$ cat src/csw_pkg.sv
package csw_pkg;

	// coprocessor register number and selects of the two setup words
	localparam logic [4:0]  SETUP_REG_NUM      = 5'h10;
	localparam logic [2:0]  SEL_WORD0          = 3'h0;
	localparam logic [2:0]  SEL_WORD3          = 3'h3;

	localparam int unsigned FIELD_W            = 3;

	// setup word 0 field positions
	localparam int unsigned W0_NEXT_WORD_BIT   = 31;
	localparam int unsigned W0_KHIGH_LSB       = 28;
	localparam int unsigned W0_USER_LSB        = 25;
	localparam int unsigned W0_CUSTOM_BIT      = 22;
	localparam int unsigned W0_SIMPLE_BIT      = 21;
	localparam int unsigned W0_MULDIV_BIT      = 20;
	localparam int unsigned W0_DUAL_SRAM_BIT   = 16;
	localparam int unsigned W0_ORDER_BIT       = 15;
	localparam int unsigned W0_FAMILY_LSB      = 13;
	localparam int unsigned W0_RELEASE_LSB     = 10;
	localparam int unsigned W0_MAPPING_LSB     = 7;
	localparam int unsigned W0_KZERO_LSB       = 0;
	localparam logic [31:0] W0_RESERVED_MASK   = 32'h018e0078;

	// setup word 3 field positions
	localparam int unsigned W3_PRIO_WIDTH_LSB  = 21;
	localparam int unsigned W3_COMPACT_REL_LSB = 18;
	localparam int unsigned W3_MCU_EXT_BIT     = 17;
	localparam int unsigned W3_EXC_SET_BIT     = 16;
	localparam int unsigned W3_ISA_LSB         = 14;
	localparam int unsigned W3_USER_LOCAL_BIT  = 13;
	localparam int unsigned W3_INHIBIT_BIT     = 12;
	localparam int unsigned W3_INSTR_TRACE_BIT = 8;
	localparam int unsigned W3_EXT_IRQ_BIT     = 6;
	localparam int unsigned W3_VEC_IRQ_BIT     = 5;
	localparam int unsigned W3_SMALL_PAGE_BIT  = 4;
	localparam int unsigned W3_DEV_MAP_BIT     = 3;
	localparam int unsigned W3_TRACE_BIT       = 0;
	localparam logic [31:0] W3_UNIMPL_MASK     = 32'hff800e86;

	// field codes
	localparam logic [2:0]  NO_CACHE_CODE      = 3'h2;
	localparam logic [2:0]  FIXED_MAP_CODE     = 3'h3;
	localparam logic [1:0]  PRIO_WIDTH_8BIT    = 2'h1;
	localparam logic [1:0]  ISA_COMPACT_ONLY   = 2'h1;

	// values after reset
	localparam logic [2:0]  KHIGH_RESET        = 3'h2;
	localparam logic [2:0]  USER_RESET         = 3'h2;
	localparam logic [2:0]  KZERO_RESET        = 3'h2;
	localparam logic [31:0] RDATA_RESET        = 32'h00000000;

endpackage : csw_pkg

$ cat src/csw_field_if.sv
`timescale 1ns/1ps
interface csw_field_if #(
	parameter int W = 3
);
	logic         wr;
	logic [W-1:0] wdata;
	logic [W-1:0] value;

	modport ctrl (output wr, output wdata, input value);
	modport store (input wr, input wdata, output value);
endinterface : csw_field_if

$ cat src/csw_field.sv
`timescale 1ns/1ps
module csw_field #(
	parameter int              W           = 3,
	parameter logic [W-1:0]    RESET_VALUE = '0
) (
	input  wire logic          clk_sys,
	input  wire logic          reset_n,
	input  wire logic          clk_en,
	csw_field_if.store         port
);

	always_ff @(posedge clk_sys) begin
		if (!reset_n) begin
			port.value <= RESET_VALUE;
		end else if (clk_en && port.wr) begin
			port.value <= port.wdata;
		end
	end

endmodule : csw_field

$ cat src/csw_bank.sv
`timescale 1ns/1ps
module csw_bank #(
	// identification values: arbitrary neutral defaults
	parameter logic [1:0] CORE_FAMILY_KIND     = 2'h2,
	parameter logic [2:0] CORE_RELEASE_LEVEL   = 3'h5,
	parameter logic [2:0] COMPACT_CODE_RELEASE = 3'h6
) (
	input  wire logic        clk_sys,
	input  wire logic        reset_n,
	input  wire logic        clk_en,
	input  wire logic        cp0_rd_en,
	input  wire logic        cp0_wr_en,
	input  wire logic [4:0]  cp0_reg_num,
	input  wire logic [2:0]  cp0_sel,
	input  wire logic [31:0] cp0_wdata,
	output logic      [31:0] cp0_rdata,
	output logic             cp0_rvalid,
	output logic             cp0_rhit,
	output logic      [2:0]  kernel_high_seg_cacheability,
	output logic      [2:0]  user_seg_cacheability,
	output logic      [2:0]  kernel_seg_zero_policy
);

	localparam int FW = csw_pkg::FIELD_W;

	logic        hit_word0;
	logic        hit_word3;
	logic        wr_word0;
	logic [31:0] core_setup_word0;
	logic [31:0] core_setup_word3;
	logic [31:0] next_rdata;
	logic        word0_written;

	csw_field_if #(.W(FW)) khigh_if ();
	csw_field_if #(.W(FW)) user_if ();
	csw_field_if #(.W(FW)) kzero_if ();

	assign hit_word0 = (cp0_reg_num == csw_pkg::SETUP_REG_NUM)
		&& (cp0_sel == csw_pkg::SEL_WORD0);
	assign hit_word3 = (cp0_reg_num == csw_pkg::SETUP_REG_NUM)
		&& (cp0_sel == csw_pkg::SEL_WORD3);
	// writes to word3 or other selects fall through with no effect
	assign wr_word0 = cp0_wr_en && hit_word0;

	// reserved bits of the write data are simply not routed anywhere
	assign khigh_if.wr    = wr_word0;
	assign khigh_if.wdata = cp0_wdata[csw_pkg::W0_KHIGH_LSB +: FW];
	assign user_if.wr     = wr_word0;
	assign user_if.wdata  = cp0_wdata[csw_pkg::W0_USER_LSB +: FW];
	assign kzero_if.wr    = wr_word0;
	assign kzero_if.wdata = cp0_wdata[csw_pkg::W0_KZERO_LSB +: FW];

	csw_field #(.W(FW), .RESET_VALUE(csw_pkg::KHIGH_RESET)) u_khigh (
		.clk_sys (clk_sys),
		.reset_n (reset_n),
		.clk_en  (clk_en),
		.port    (khigh_if.store)
	);

	csw_field #(.W(FW), .RESET_VALUE(csw_pkg::USER_RESET)) u_user (
		.clk_sys (clk_sys),
		.reset_n (reset_n),
		.clk_en  (clk_en),
		.port    (user_if.store)
	);

	csw_field #(.W(FW), .RESET_VALUE(csw_pkg::KZERO_RESET)) u_kzero (
		.clk_sys (clk_sys),
		.reset_n (reset_n),
		.clk_en  (clk_en),
		.port    (kzero_if.store)
	);

	assign kernel_high_seg_cacheability = khigh_if.value;
	assign user_seg_cacheability        = user_if.value;
	assign kernel_seg_zero_policy       = kzero_if.value;

	always_comb begin
		core_setup_word0 = '0;
		core_setup_word0[csw_pkg::W0_NEXT_WORD_BIT] = 1'b1;
		core_setup_word0[csw_pkg::W0_KHIGH_LSB +: FW] = khigh_if.value;
		core_setup_word0[csw_pkg::W0_USER_LSB +: FW] = user_if.value;
		core_setup_word0[csw_pkg::W0_CUSTOM_BIT] = 1'b0;
		core_setup_word0[csw_pkg::W0_SIMPLE_BIT] = 1'b1;
		core_setup_word0[csw_pkg::W0_MULDIV_BIT] = 1'b0;
		core_setup_word0[csw_pkg::W0_DUAL_SRAM_BIT] = 1'b1;
		// little-endian core
		core_setup_word0[csw_pkg::W0_ORDER_BIT] = 1'b0;
		core_setup_word0[csw_pkg::W0_FAMILY_LSB +: 2] = CORE_FAMILY_KIND;
		core_setup_word0[csw_pkg::W0_RELEASE_LSB +: 3] = CORE_RELEASE_LEVEL;
		core_setup_word0[csw_pkg::W0_MAPPING_LSB +: 3] =
			csw_pkg::FIXED_MAP_CODE;
		core_setup_word0[csw_pkg::W0_KZERO_LSB +: FW] = kzero_if.value;
	end

	always_comb begin
		core_setup_word3 = '0;
		core_setup_word3[csw_pkg::W3_PRIO_WIDTH_LSB +: 2] =
			csw_pkg::PRIO_WIDTH_8BIT;
		core_setup_word3[csw_pkg::W3_COMPACT_REL_LSB +: 3] =
			COMPACT_CODE_RELEASE;
		core_setup_word3[csw_pkg::W3_MCU_EXT_BIT] = 1'b1;
		core_setup_word3[csw_pkg::W3_EXC_SET_BIT] = 1'b1;
		core_setup_word3[csw_pkg::W3_ISA_LSB +: 2] =
			csw_pkg::ISA_COMPACT_ONLY;
		core_setup_word3[csw_pkg::W3_USER_LOCAL_BIT] = 1'b1;
		core_setup_word3[csw_pkg::W3_INHIBIT_BIT] = 1'b1;
		core_setup_word3[csw_pkg::W3_INSTR_TRACE_BIT] = 1'b0;
		core_setup_word3[csw_pkg::W3_EXT_IRQ_BIT] = 1'b1;
		core_setup_word3[csw_pkg::W3_VEC_IRQ_BIT] = 1'b1;
		core_setup_word3[csw_pkg::W3_SMALL_PAGE_BIT] = 1'b0;
		core_setup_word3[csw_pkg::W3_DEV_MAP_BIT] = 1'b1;
		core_setup_word3[csw_pkg::W3_TRACE_BIT] = 1'b0;
	end

	// a read in the same cycle as a write returns the old word
	always_comb begin
		if (hit_word0) begin
			next_rdata = core_setup_word0;
		end else if (hit_word3) begin
			next_rdata = core_setup_word3;
		end else begin
			next_rdata = csw_pkg::RDATA_RESET;
		end
	end

	always_ff @(posedge clk_sys) begin
		if (!reset_n) begin
			cp0_rdata <= csw_pkg::RDATA_RESET;
			cp0_rhit  <= 1'b0;
		end else if (clk_en && cp0_rd_en) begin
			cp0_rdata <= next_rdata;
			cp0_rhit  <= hit_word0 || hit_word3;
		end
	end

	always_ff @(posedge clk_sys) begin
		if (!reset_n) begin
			cp0_rvalid <= 1'b0;
		end else if (clk_en) begin
			cp0_rvalid <= cp0_rd_en;
		end
	end

	// helper for the checks: high once word0 has been written since reset
	always_ff @(posedge clk_sys) begin
		if (!reset_n) begin
			word0_written <= 1'b0;
		end else if (clk_en && wr_word0) begin
			word0_written <= 1'b1;
		end
	end

	logic rd0_take;
	logic rd3_take;
	logic wr0_take;
	assign rd0_take = clk_en && cp0_rd_en && hit_word0;
	assign rd3_take = clk_en && cp0_rd_en && hit_word3;
	assign wr0_take = clk_en && wr_word0;

	next_word_bit_a: assert property (
		@(posedge clk_sys) disable iff (!reset_n)
		rd0_take |=> cp0_rvalid && cp0_rhit
			&& cp0_rdata[csw_pkg::W0_NEXT_WORD_BIT])
		else $error("word0 next-word bit not set");

	khigh_reset_code_a: assert property (
		@(posedge clk_sys) disable iff (!reset_n)
		(rd0_take && !word0_written) |=>
			cp0_rdata[csw_pkg::W0_KHIGH_LSB +: 3] == csw_pkg::NO_CACHE_CODE)
		else $error("high kernel cacheability not no-cache");

	user_reset_code_a: assert property (
		@(posedge clk_sys) disable iff (!reset_n)
		(rd0_take && !word0_written) |=>
			cp0_rdata[csw_pkg::W0_USER_LSB +: 3] == csw_pkg::NO_CACHE_CODE)
		else $error("user cacheability not no-cache");

	kzero_reset_code_a: assert property (
		@(posedge clk_sys) disable iff (!reset_n)
		(rd0_take && !word0_written) |=>
			cp0_rdata[csw_pkg::W0_KZERO_LSB +: 3] == csw_pkg::NO_CACHE_CODE)
		else $error("kernel segment zero policy not no-cache");

	reserved_zero_a: assert property (
		@(posedge clk_sys) disable iff (!reset_n)
		rd0_take |=> (cp0_rdata & csw_pkg::W0_RESERVED_MASK) == 32'h00000000)
		else $error("word0 reserved bits not zero");

	fixed_flags_w0_a: assert property (
		@(posedge clk_sys) disable iff (!reset_n)
		rd0_take |=> !cp0_rdata[csw_pkg::W0_CUSTOM_BIT]
			&& !cp0_rdata[csw_pkg::W0_MULDIV_BIT])
		else $error("custom or multiply flag wrong");

	bus_sram_flags_a: assert property (
		@(posedge clk_sys) disable iff (!reset_n)
		rd0_take |=> cp0_rdata[csw_pkg::W0_SIMPLE_BIT]
			&& cp0_rdata[csw_pkg::W0_DUAL_SRAM_BIT])
		else $error("simple byte enable or dual sram flag wrong");

	ident_fields_a: assert property (
		@(posedge clk_sys) disable iff (!reset_n)
		rd0_take |=>
			cp0_rdata[csw_pkg::W0_FAMILY_LSB +: 2] == CORE_FAMILY_KIND
			&& cp0_rdata[csw_pkg::W0_RELEASE_LSB +: 3] == CORE_RELEASE_LEVEL
			&& cp0_rdata[csw_pkg::W0_MAPPING_LSB +: 3]
				== csw_pkg::FIXED_MAP_CODE)
		else $error("word0 identification fields wrong");

	word3_high_zero_a: assert property (
		@(posedge clk_sys) disable iff (!reset_n)
		rd3_take |=> cp0_rvalid
			&& (cp0_rdata & csw_pkg::W3_UNIMPL_MASK) == 32'h00000000)
		else $error("word3 unimplemented bits not zero");

	word3_codes_a: assert property (
		@(posedge clk_sys) disable iff (!reset_n)
		rd3_take |=>
			cp0_rdata[csw_pkg::W3_PRIO_WIDTH_LSB +: 2]
				== csw_pkg::PRIO_WIDTH_8BIT
			&& cp0_rdata[csw_pkg::W3_ISA_LSB +: 2]
				== csw_pkg::ISA_COMPACT_ONLY)
		else $error("word3 width or instruction set code wrong");

	word3_present_a: assert property (
		@(posedge clk_sys) disable iff (!reset_n)
		rd3_take |=> cp0_rdata[csw_pkg::W3_MCU_EXT_BIT]
			&& cp0_rdata[csw_pkg::W3_EXC_SET_BIT]
			&& cp0_rdata[csw_pkg::W3_USER_LOCAL_BIT]
			&& cp0_rdata[csw_pkg::W3_INHIBIT_BIT])
		else $error("word3 feature present flags wrong");

	word3_irq_page_a: assert property (
		@(posedge clk_sys) disable iff (!reset_n)
		rd3_take |=> cp0_rdata[csw_pkg::W3_EXT_IRQ_BIT]
			&& cp0_rdata[csw_pkg::W3_VEC_IRQ_BIT]
			&& !cp0_rdata[csw_pkg::W3_SMALL_PAGE_BIT])
		else $error("word3 interrupt or page flags wrong");

	word3_trace_map_a: assert property (
		@(posedge clk_sys) disable iff (!reset_n)
		rd3_take |=> cp0_rdata[csw_pkg::W3_DEV_MAP_BIT]
			&& !cp0_rdata[csw_pkg::W3_INSTR_TRACE_BIT]
			&& !cp0_rdata[csw_pkg::W3_TRACE_BIT])
		else $error("word3 map or trace flags wrong");

	field_store_a: assert property (
		@(posedge clk_sys) disable iff (!reset_n)
		(wr0_take && !cp0_rd_en) ##1 rd0_take |=>
			cp0_rdata[csw_pkg::W0_KHIGH_LSB +: 3]
				== $past(cp0_wdata[csw_pkg::W0_KHIGH_LSB +: 3], 2)
			&& cp0_rdata[csw_pkg::W0_KZERO_LSB +: 3]
				== $past(cp0_wdata[csw_pkg::W0_KZERO_LSB +: 3], 2)
			&& cp0_rdata[csw_pkg::W0_MAPPING_LSB +: 3]
				== csw_pkg::FIXED_MAP_CODE)
		else $error("writable field not stored or fixed field changed");

	frozen_hold_a: assert property (
		@(posedge clk_sys) disable iff (!reset_n)
		!clk_en |=> $stable(kernel_seg_zero_policy) && $stable(cp0_rdata))
		else $error("state changed while clock enable low");

endmodule : csw_bank

$ cat config.mk
export PLATFORM = sky130hd
export DESIGN_NAME = csw_bank
export DESIGN_NICKNAME = d
export VERILOG_FILES = /design/src/csw_pkg.sv /design/src/csw_field_if.sv /design/src/csw_field.sv /design/src/csw_bank.sv
export SDC_FILE = /design/constraint.sdc
export NUM_CORES = 1
export LEC_CHECK = 0
export BUFFER_PORTS_ARGS = -buffer_cell sky130_fd_sc_hd__buf_4
export CORE_MARGIN = 4
export CORE_UTILIZATION = 40
export CTS_CLUSTER_DIAMETER = 40
export DETAILED_ROUTE_END_ITERATION = 6
export GPL_ROUTABILITY_DRIVEN = 1
export PLACE_DENSITY = 0.84
export SYNTH_ARGS = -nofsm -noshare
export SYNTH_HDL_FRONTEND = slang
export SYNTH_HIERARCHICAL = 1
export SYNTH_SLANG_ARGS = --single-unit
export TNS_END_PERCENT = 20
$ cat constraint.sdc
create_clock -name clk_sys -period 4.6 [get_ports clk_sys]
set_clock_uncertainty 0.15 [all_clocks]
set_input_delay 0.92 -clock clk_sys [delete_from_list [all_inputs] [get_ports clk_sys]]
set_output_delay 0.92 -clock clk_sys [all_outputs]
set_load 0.01 [all_outputs]
==> impl_metrics.csv, run 1 <==
group,metric,value,unit
power,power-per-cell-area,261.9,mW/mm^2
floorplanning,fp.dieArea,0.003421,mm^2
timing,relSlewSlack,0.4710,
route,routedWlPerCell,13.37,um
critical_path,cp_slowest_cell,"sky130_fd_sc_hd__or4_4",
route,ant_nets,0,
run,max-cap-violations,0,
floorplanning,coreArea,0.002455,mm^2
route,wl,2.394,mm
power,vdd.ir_drop.worst,0.1861,mV
global_routing,grt_antenna_before_repair,0,
synthesis,synth_cell_type_count,23,
route,post_drt_via_cell_ratio,4.905,
route,drt-pass1-iter-count,3,
critical_path,crit_chain,"buf_4 > or4_4 > or2_2 > nor3_1 > buf_4 > and2_4 > o211ai_2",
timing,worst_slew_pin_slew,786.4,ps
place,port_buffers,56,
critical_path,rr_worst_depth,2,
synthesis,synthDominantCellAreaShare,0.4319,
layout,drive_above_1_share,0.5369,
timing,timing.final.hold_violations,0,
worst_hold_path,worstHoldPathType,"flip-flop to flip-flop",
clock_tree,clk_transition_reported_paths,120,ps
critical_path,timing.critical_path.slowest_cell_delay,540,ps
route,drc,0,
critical_path,reg2reg_setup_slack,3760,ps
outcome,result_of_the_run,"finished clean",
layout,final_nets,195,
place,dp.final_hpwl,1.892,mm
critical_path,worstPathRequired,4640,ps
timing,layout_min_cycle_time,2512,ps
critical_path,timing.critical_path.buf_inv,2,
clock_tree,cts_resized,0,
clock_tree,cts-root-to-sink-buffers,2,
synthesis,synthCells,102,
global_routing,grtUsageTotal,0.1402,
timing,fmax,398.0,MHz
clock_tree,cts.root.buffer_cell,"sky130_fd_sc_hd__clkbuf_4",
layout,n_antenna_cell,0,
global_routing,maximum_number_of_pins_on_one_net_before_global_route_repair,19,
clock_tree,clock_tree.htree_level_count,1,
global_routing,number_of_global_route_vias_before_repair,854,
critical_path,critical_path_class,"input port to flip-flop",
critical_path,reg2reg_to,"cp0_rdata[20]$_SDFFE_PN0P_",
critical_path,worstPathArrival,2550,ps
floorplanning,floorplan.die.width,58.49,um
critical_path,worst_path_most_repeated_cell,"sky130_fd_sc_hd__buf_4",
floorplanning,top_ports,88,
clock_tree,cts-hold-fix-buffers,0,
timing,rsz0062_at_grt,"no",
place,gpl.final_weighted_congestion,0.7429,
clock_tree,clk_latency,300,ps
power,p_leak,0.6847,nW
floorplanning,start_util,0.4154,
timing,timing.final.max_slew_violations,0,
timing,setup_violations,0,
critical_path,timing.critical_path.from,"cp0_sel[2]",
floorplanning,floorplan.rows,18,
critical_path,worst_path_dominant_cell_family,"simple AND/OR/NAND/NOR gates",
critical_path,regToRegStartpoint,"cp0_rdata[20]$_SDFFE_PN0P_",
clock_tree,tritoncts,"built",
critical_path,critical_path.endpoint_type,"flip-flop",
synthesis,synth.ff_latch_count,22,
critical_path,critical_path_cell_count,7,
synthesis,count_of_yosys_warnings_during_synthesis,6,
synthesis,synth_top_cell_by_area,"sky130_fd_sc_hd__dfxtp_1",
layout,multi_input_comb_area,429.2,um^2
layout,seq_area,440.4,um^2
place,place_inst,175,
timing,layout_worst_path_cycle_share,0.5462,
clock_tree,post_cts_buffers,0,
layout,area_delta_synth_final,38.28,%
clock_tree,numClockSinks,22,
critical_path,critical_path_launch_point_type,"input port",
layout,num-fill-cells,240,
clock_tree,cts_inserted_buffers,3,
layout,layout_commonest_cell,"sky130_fd_sc_hd__buf_4",
critical_path,critical_path_endpoint,"u_kzero/port.value[1]$_SDFFE_PN1P_",
synthesis,syn_avg_cell_area,9.997,um^2
synthesis,sequential_to_total_area_share_from_yosys_stat,0.4319,
floorplanning,dieHeight,58.49,um
timing,worst_hold_slack,338.5,ps
global_routing,gr-total-overflow,0,
global_routing,grt_pass1_wl,3.663,mm
route,num_vias,878,
layout,top_library_cells_by_usage_in_the_layout_fill_and_taps_aside,"58 x sky130_fd_sc_hd__buf_4, 22 x sky130_fd_sc_hd__dfxtp_1, 9 x sky130_fd_sc_hd__a22o_1, 9 x sky130_fd_sc_hd__nand2_1, 8 x sky130_fd_sc_hd__conb_1",
layout,fin_cells,179,
synthesis,synthTopCellsByArea,"sky130_fd_sc_hd__dfxtp_1 43%, sky130_fd_sc_hd__buf_4 15%, sky130_fd_sc_hd__a22o_1 7.7%",
synthesis,syn-cell-area,0.001020,mm^2
timing,setup_total_negative_slack,0,ps
route,drt_first_iter_violations,18,
critical_path,crit_fanout,12,
## kinds of logic (layout without fill, tap and decap cells)
| group | Yosys count | after routing | synth area share |
|---|---|---|---|
| other cells | 1 | 8 | 0.003677 |
| mux | 1 | 1 | 0.009816 |
| compound gates | 22 | 22 | 0.1963 |
| simple gates | 30 | 30 | 0.1853 |
| buf+inv | 26 | 66 | 0.1730 |
| flops | 22 | 22 | 0.4319 |
## sequential cells by signal, indices dropped and copies added, names as in the netlist
name	count
cp0_rdata	12
u_khigh/port.value	3
u_kzero/port.value	3
u_user/port.value	3
cp0_rvalid	1
## worst register-to-register path: cells and delay by family (launching register included)
kind	cells	cell delay, ps
compound gates	1	80
simple gates	1	70
flops	1	460
## per-stage QoR
stage | power (mW) | area [um^2] | util | worst slack (ps)
final | 0.3693 | 1410 | 0.5744 | 2088
after global routing | 0.3861 | 1410 | 0.5744 | 2069
after CTS | 0.3727 | 1410 | 0.5744 | 2094
after detailed placement | 0.2270 | 1358 | 0.5530 | 1765
after global placement | 0.2260 | 1358 | 0.5530 | 1790
after floorplan | 0.2109 | 1046 | - | 1500
## per-layer routing
metal | up-vias | track usage | share of wire
li1 | 431 | - | -
met5 | - | 0 | 0
met3 | 4 | 0.02193 | 0.081
met4 | 0 | 0.08278 | 0.018
met2 | 36 | 0.2632 | 0.53
met1 | 407 | 0.1442 | 0.37
## power by group
| group | switching (mW) | internal, mW |
|---|---|---|
| registers | 0.000360 | 0.191 |
| clock network | 0.0586 | 0.0880 |
| logic | 0.0155 | 0.0157 |
## area by class of cell
class                           count  share of cell area
Sequential cell                    22              0.3123
Timing Repair Buffer               58              0.3088
Multi-Input combinational cell     61              0.3043
Tap cell                           30             0.02662
Clock inverter                      1             0.02130
Clock buffer                        3             0.01597
Inverter                            4             0.01065
## synth_stat cells
master                     number
sky130_fd_sc_hd__conb_1         1
sky130_fd_sc_hd__nor2b_1        1
sky130_fd_sc_hd__inv_1          4
sky130_fd_sc_hd__or2_2          2
sky130_fd_sc_hd__nand4_1        6
sky130_fd_sc_hd__o211ai_2       3
sky130_fd_sc_hd__mux2i_1        1
sky130_fd_sc_hd__a21boi_0       1
sky130_fd_sc_hd__and2_1         1
sky130_fd_sc_hd__or4_4          1
sky130_fd_sc_hd__a21o_2         1
sky130_fd_sc_hd__nand3_1        4
sky130_fd_sc_hd__nor3_1         1
sky130_fd_sc_hd__o21ai_2        6
sky130_fd_sc_hd__or2b_2         1
sky130_fd_sc_hd__nor4_4         1
sky130_fd_sc_hd__buf_4         21
sky130_fd_sc_hd__nand2_1        9
sky130_fd_sc_hd__dfxtp_1       22
sky130_fd_sc_hd__a22o_1         9
sky130_fd_sc_hd__clkbuf_1       1
sky130_fd_sc_hd__o31ai_1        2
sky130_fd_sc_hd__and2_4         3
## worst min-delay path by stage
stage | end | startpoint | cells after the start
floorplan | u_khigh/port.value[0]$_SDFFE_PN0P_ | u_khigh/port.value[0]$_SDFFE_PN0P_ | 2
global placement | cp0_rdata[1]$_SDFFE_PN0P_ | cp0_rdata[1]$_SDFFE_PN0P_ | 1
detailed placement | u_khigh/port.value[2]$_SDFFE_PN0P_ | u_khigh/port.value[2]$_SDFFE_PN0P_ | 2
CTS | u_khigh/port.value[2]$_SDFFE_PN0P_ | u_khigh/port.value[2]$_SDFFE_PN0P_ | 2
global route | u_khigh/port.value[2]$_SDFFE_PN0P_ | u_khigh/port.value[2]$_SDFFE_PN0P_ | 2
finish | u_khigh/port.value[2]$_SDFFE_PN0P_ | u_khigh/port.value[2]$_SDFFE_PN0P_ | 2
Note: power is estimated with default switching activity, not from simulation.
==> inputs of run 2 (changes only) <==
--- a/config.mk
+++ b/config.mk
@@ -7,11 +7,11 @@
 export LEC_CHECK = 0
 export BUFFER_PORTS_ARGS = -buffer_cell sky130_fd_sc_hd__buf_4
 export CORE_MARGIN = 4
-export CORE_UTILIZATION = 40
+export CORE_UTILIZATION = 37
 export CTS_CLUSTER_DIAMETER = 40
 export DETAILED_ROUTE_END_ITERATION = 6
 export GPL_ROUTABILITY_DRIVEN = 1
-export PLACE_DENSITY = 0.84
+export PLACE_DENSITY = 0.78
 export SYNTH_ARGS = -nofsm -noshare
 export SYNTH_HDL_FRONTEND = slang
 export SYNTH_HIERARCHICAL = 1
==> constraint.sdc (replaced) <==
create_clock -name clk_sys -period 2.6 [get_ports clk_sys]
set_clock_uncertainty 0.15 [all_clocks]
set_input_delay 0.52 -clock clk_sys [delete_from_list [all_inputs] [get_ports clk_sys]]
set_output_delay 0.52 -clock clk_sys [all_outputs]
set_load 0.01 [all_outputs]
==> run 2 against run 1 <==
Against the previous run: count of clock-buffer cells in the layout is the same; highest routed layer unchanged; global-route usage down 0.48 points; die area rose by 7.0%; register-to-register slack got worse by 2000 ps.
==> impl_metrics.csv, run 2 (synthesized netlist as in run 1, its figures left out) <==
group,metric,value,unit
outcome,result_of_the_run,"finished clean",
timing,layout_min_cycle_time,2097,ps
global_routing,number_of_global_route_vias_before_repair,811,
route,routedWlPerCell,13.87,um
critical_path,critical_path_class,"input port to flip-flop",
layout,final_core_utilization,0.5442,
timing,timing.final.max_slew_violations,0,
layout,n_antenna_cell,0,
worst_hold_path,worstHoldPathCells,3,
global_routing,gr-total-overflow,0,
place,dp.final_hpwl,2.004,mm
critical_path,reg2reg_to,"cp0_rdata[20]$_SDFFE_PN0P_",
clock_tree,cts-hold-fix-buffers,0,
layout,max_flop_register,"cp0_rdata",
clock_tree,cts-root-to-sink-buffers,2,
timing,timing.final.hold_violations,0,
critical_path,rr_worst_depth,2,
route,drt_first_iter_violations,21,
layout,max_ffs_per_register,12,
critical_path,worstPathRequired,2630,ps
power,switchingPower,0.1231,mW
worst_hold_path,min_from,"cp0_wdata[28]",
route,wl,2.468,mm
critical_path,crit_chain,"buf_4 > or4_4 > or2_2 > nor3_2 > buf_4 > and2_4 > o211ai_2",
critical_path,critical_path_launch_point_type,"input port",
clock_tree,clock_tree.htree_level_count,1,
critical_path,reg2reg_setup_slack,1760,ps
clock_tree,cts_inserted_buffers,3,
place,port_buffers,56,
timing,worst_slew_pin_slew,586.0,ps
global_routing,maximum_number_of_pins_on_one_net_before_global_route_repair,19,
global_routing,grtUsageTotal,0.1354,
layout,final_nets,195,
critical_path,critical_path.endpoint_type,"flip-flop",
timing,layout_worst_path_cycle_share,0.8066,
critical_path,timing.critical_path.slowest_cell_delay,540,ps
critical_path,worstPathArrival,2130,ps
clock_tree,cts.root.buffer_cell,"sky130_fd_sc_hd__clkbuf_4",
place,gpl.final_weighted_congestion,0.7432,
critical_path,regToRegStartpoint,"cp0_rdata[20]$_SDFFE_PN0P_",
clock_tree,post_cts_buffers,0,
layout,num-fill-cells,233,
power,seq_power_share,0.624,
critical_path,cp_slowest_cell,"sky130_fd_sc_hd__or4_4",
power,power-per-cell-area,391.9,mW/mm^2
timing,rsz0062_at_grt,"no",
power,p_clk_frac,0.274,
timing,relSlewSlack,0.6058,
floorplanning,floorplan.rows,18,
global_routing,grt_pass1_wl,3.650,mm
critical_path,worst_path_most_repeated_cell,"sky130_fd_sc_hd__buf_4",
clock_tree,numClockSinks,22,
timing,finalWorstSetupSlack,502.9,ps
power,switching_share,0.2268,
floorplanning,coreArea,0.002545,mm^2
route,drt-pass1-iter-count,4,
power,p_leak,0.6709,nW
floorplanning,fp.dieArea,0.003660,mm^2
layout,area_delta_synth_final,35.83,%
timing,setup_violations,0,
route,num_vias,878,
floorplanning,start_util,0.4007,
timing,setup_total_negative_slack,0,ps
layout,top_library_cells_by_usage_in_the_layout_fill_and_taps_aside,"58 x sky130_fd_sc_hd__buf_4, 22 x sky130_fd_sc_hd__dfxtp_1, 9 x sky130_fd_sc_hd__a22o_1, 9 x sky130_fd_sc_hd__nand2_1, 8 x sky130_fd_sc_hd__conb_1",
clock_tree,tritoncts,"built",
power,cellInternalPower,0.4197,mW
timing,fmax,476.9,MHz
power,vdd.ir_drop.worst,0.2250,mV
floorplanning,floorplan.die.width,60.50,um
route,post_drt_via_cell_ratio,4.933,
critical_path,crit_fanout,12,
worst_hold_path,hold-path-endpoint,"u_khigh/port.value[0]$_SDFFE_PN0P_",
floorplanning,dieHeight,60.50,um
global_routing,grt_antenna_before_repair,0,
clock_tree,clk_transition_reported_paths,120,ps
power,portion_of_total_power_attributed_to_combinational_logic,0.102,
run,max-cap-violations,0,
clock_tree,cts_resized,0,
floorplanning,top_ports,88,
layout,drive_above_1_share,0.5405,
clock_tree,clk_latency,300,ps
layout,layout_commonest_cell,"sky130_fd_sc_hd__buf_4",
worst_hold_path,worstHoldPathType,"input port to flip-flop",
route,ant_nets,0,
place,dpl_worst_slack,186.6,ps
route,drc,0,
-- run 2: worst max path at each step --
stage | startpoint | to | slack [ps] | depth (start not counted)
2_1_floorplan | cp0_sel[2] | u_khigh/port.value[1]$_SDFFE_PN1P_ | 190 | 5
3_3_place_gp | cp0_sel[2] | u_kzero/port.value[1]$_SDFFE_PN1P_ | 220 | 7
6_report | cp0_sel[2] | u_kzero/port.value[1]$_SDFFE_PN1P_ | 500 | 7
3_5_place_dp | cp0_sel[2] | u_kzero/port.value[1]$_SDFFE_PN1P_ | 190 | 7
4_1_cts | cp0_sel[2] | u_kzero/port.value[1]$_SDFFE_PN1P_ | 500 | 7
5_1_grt | cp0_sel[2] | u_kzero/port.value[1]$_SDFFE_PN1P_ | 450 | 7
-- run 2: metal layers --
| layer | track usage | wire length (um) | part of all wire | vias to the layer above |
|---|---|---|---|---|
| li1 | - | - | - | 426 |
| met1 | 0.1362 | 851 | 0.34 | 415 |
| met2 | 0.2608 | 1343 | 0.54 | 35 |
| met3 | 0.03617 | 247 | 0.10 | 2 |
| met4 | 0.05573 | 25 | 0.010 | 0 |
| met5 | 0 | 0 | 0 | - |
-- run 2: critical path, delay by kind of cell --
kind / cells / cell delay, ps
compound gates: 1 / 70
buf+inv: 2 / 320
simple gates: 4 / 1220
-- run 2: stage by stage --
step,area (um^2),power [mW],cells,hold slack [ps]
6_report,1385,0.5429,178,308.8
5_1_grt,1385,0.5693,178,308.4
4_1_cts,1385,0.5465,178,310.4
3_5_place_dp,1363,0.4018,175,322.6
3_3_place_gp,1363,0.4005,175,315.5
2_1_floorplan,1051,0.3735,109,345.0
-- run 2: area by class of cell --
class | count | area [um^2] | share of cell area
repair buffers | 58 | 435.4 | 0.3144
multi-input cells | 61 | 434.2 | 0.3135
inverters | 4 | 15.01 | 0.01084
flip-flops and latches | 22 | 440.4 | 0.3180
clock buffers | 3 | 22.52 | 0.01626
well taps | 30 | 37.54 | 0.02710
-- run 2: power by group through the flow --
stage	combinational [mW]	clock (mW)	sequential, mW
final	0.0554	0.149	0.339
after global routing	0.0602	0.170	0.339
after CTS	0.0556	0.152	0.339
after detailed placement	0.0554	0	0.346
after global placement	0.0542	0	0.346
after floorplan	0.0267	0	0.347
==> inputs of run 3 (changes only) <==
==> constraint.sdc (replaced) <==
create_clock -name clk_sys -period 2.1 [get_ports clk_sys]
set_clock_uncertainty 0.15 [all_clocks]
set_input_delay 0.42 -clock clk_sys [delete_from_list [all_inputs] [get_ports clk_sys]]
set_output_delay 0.42 -clock clk_sys [all_outputs]
set_load 0.01 [all_outputs]
==> run 3 against run 2 <==
Against the previous run: via count grew 0.68%; non-clock buffer count grew 5; die area is the same; global-route usage shrank 0.32 points; count of clock-buffer cells in the layout is the same; utilization grew 3.0 points; sequential power grew 24%; combinational power grew 28%; wire length shrank 0.77%; largest cell class is now buffers.
==> impl_metrics.csv, run 3 (synthesized netlist as in run 1, its figures left out) <==
group,metric,value,unit
timing,layout_min_cycle_time,1905,ps
timing,rsz0062_at_grt,"no",
floorplanning,floorplan.rows,18,
layout,final_nets,200,
global_routing,number_of_global_route_vias_before_repair,853,
global_routing,grt_antenna_before_repair,0,
floorplanning,fp.dieArea,0.003660,mm^2
layout,num-fill-cells,229,
timing,timing.final.hold_violations,0,
timing,finalWorstSetupSlack,194.5,ps
critical_path,worstPathArrival,2010,ps
route,ant_nets,0,
floorplanning,top_ports,88,
layout,seq_area,440.4,um^2
layout,layout_commonest_cell,"sky130_fd_sc_hd__buf_4",
power,power-per-cell-area,559.2,mW/mm^2
layout,fin_cells,184,
power,p_leak,0.7178,nW
clock_tree,clk_latency,310,ps
floorplanning,coreArea,0.002545,mm^2
power,report.power.total,0.8172,mW
clock_tree,cts.root.buffer_cell,"sky130_fd_sc_hd__clkbuf_4",
critical_path,critical_path_launch_point_type,"input port",
clock_tree,cts-root-to-sink-buffers,2,
clock_tree,post_cts_buffers,0,
worst_hold_path,min_from,"cp0_wdata[25]",
layout,multi_input_comb_area,442.9,um^2
critical_path,timing.critical_path.from,"cp0_sel[2]",
place,port_buffers,56,
clock_tree,clock_tree.htree_level_count,1,
critical_path,worst_path_most_repeated_cell,"sky130_fd_sc_hd__buf_4",
timing,layout_worst_path_cycle_share,0.9074,
critical_path,cp_slowest_cell,"sky130_fd_sc_hd__or4_4",
clock_tree,cts_inserted_buffers,3,
route,num_vias,884,
critical_path,timing.critical_path.slowest_cell_delay,520,ps
place,dp.final_hpwl,1.974,mm
critical_path,critical_path_class,"input port to flip-flop",
clock_tree,cts-hold-fix-buffers,0,
critical_path,worstPathRequired,2210,ps
global_routing,grt_pass1_wl,3.622,mm
floorplanning,floorplan.die.width,60.50,um
layout,area_delta_synth_final,43.31,%
layout,n_antenna_cell,0,
layout,top_library_cells_by_usage_in_the_layout_fill_and_taps_aside,"63 x sky130_fd_sc_hd__buf_4, 22 x sky130_fd_sc_hd__dfxtp_1, 9 x sky130_fd_sc_hd__a22o_1, 9 x sky130_fd_sc_hd__nand2_1, 8 x sky130_fd_sc_hd__conb_1",
timing,setup_violations,0,
critical_path,critical_path.endpoint_type,"flip-flop",
worst_hold_path,worstHoldPathType,"input port to flip-flop",
critical_path,crit_fanout,6,
timing,fmax,524.8,MHz
outcome,result_of_the_run,"finished clean",
layout,final_core_utilization,0.5742,
place,dpl_worst_slack,-139.6,ps
route,drc,0,
floorplanning,start_util,0.4007,
clock_tree,clk_transition_reported_paths,130,ps
global_routing,grtUsageTotal,0.1322,
floorplanning,dieHeight,60.50,um
run,max-cap-violations,0,
critical_path,regToRegStartpoint,"cp0_rdata[20]$_SDFFE_PN0P_",
clock_tree,numClockSinks,22,
critical_path,crit_chain,"buf_4 > or4_4 > or2_4 > nor3_4 > buf_4 > nand3_1 > o211ai_2",
route,wl,2.449,mm
power,vdd.ir_drop.worst,0.4576,mV
route,routedWlPerCell,13.31,um
layout,max_ffs_per_register,12,
route,post_drt_via_cell_ratio,4.804,
place,gpl.final_weighted_congestion,0.6653,
global_routing,gr-total-overflow,0,
layout,drive_above_1_share,0.5584,
clock_tree,tritoncts,"built",
route,drt_first_iter_violations,25,
route,drt-pass1-iter-count,4,
layout,max_flop_register,"cp0_rdata",
global_routing,maximum_number_of_pins_on_one_net_before_global_route_repair,19,
place,place_inst,180,
timing,timing.final.max_slew_violations,0,
clock_tree,cts_resized,0,
run 3: changes by cell type in the layout (fill, tap and decap cells not counted), sizes merged:
cell	before	now
buf	58	63
bufinv	0	1
run 3: routing by layer:
metal / part of all wire / vias up / global-route usage
met5: 0 / - / 0
met4: 0.0082 / 0 / 0.05573
met3: 0.089 / 2 / 0.01702
met2: 0.52 / 39 / 0.2392
met1: 0.38 / 404 / 0.1565
li1: - / 439 / -
run 3: worst paths after layout:
kind                                        endpoint  cells after the start  slack [ps]
setup / recovery   u_user/port.value[1]$_SDFFE_PN1P_                      7         190
hold / removal     u_user/port.value[0]$_SDFFE_PN0P_                      3         190
setup reg to reg          cp0_rdata[20]$_SDFFE_PN0P_                      2        1240
hold reg to reg   u_khigh/port.value[0]$_SDFFE_PN0P_                      2         340
run 3: report_power, final:
part	total, mW	internal (mW)	switching, mW	leakage, nW
combinational	0.0709	0.0355	0.0354	0.512
clock	0.327	0.193	0.134	0.0279
sequential	0.420	0.419	0.000821	0.177
run 3: final cells by class:
class                      instances  share of cell area
inverter                           4             0.01027
multi-input combinational         61              0.3031
sequential                        22              0.3014
clock buffer                       3             0.01541
clock inverter                     1             0.02055
timing repair buffer              63              0.3236
tap                               30             0.02568
run 3: critical path: cells and delay by family:
kind	cells	cell delay, ps
and+or+nand+nor	4	1200
AOI/OAI and AO/OA	1	80
buffers and inverters	2	310
run 3: metrics by stage:
step / setup TNS (ps) / hold WS (ps) / instance area (um^2)
after global placement: -749.7 / 312.4 / 1409
after floorplan: -166.3 / 334.6 / 1060
after global routing: 0 / 204.4 / 1461
after CTS: 0 / 185.9 / 1461
after detailed placement: -1108 / 318.2 / 1409
final: 0 / 191.5 / 1461
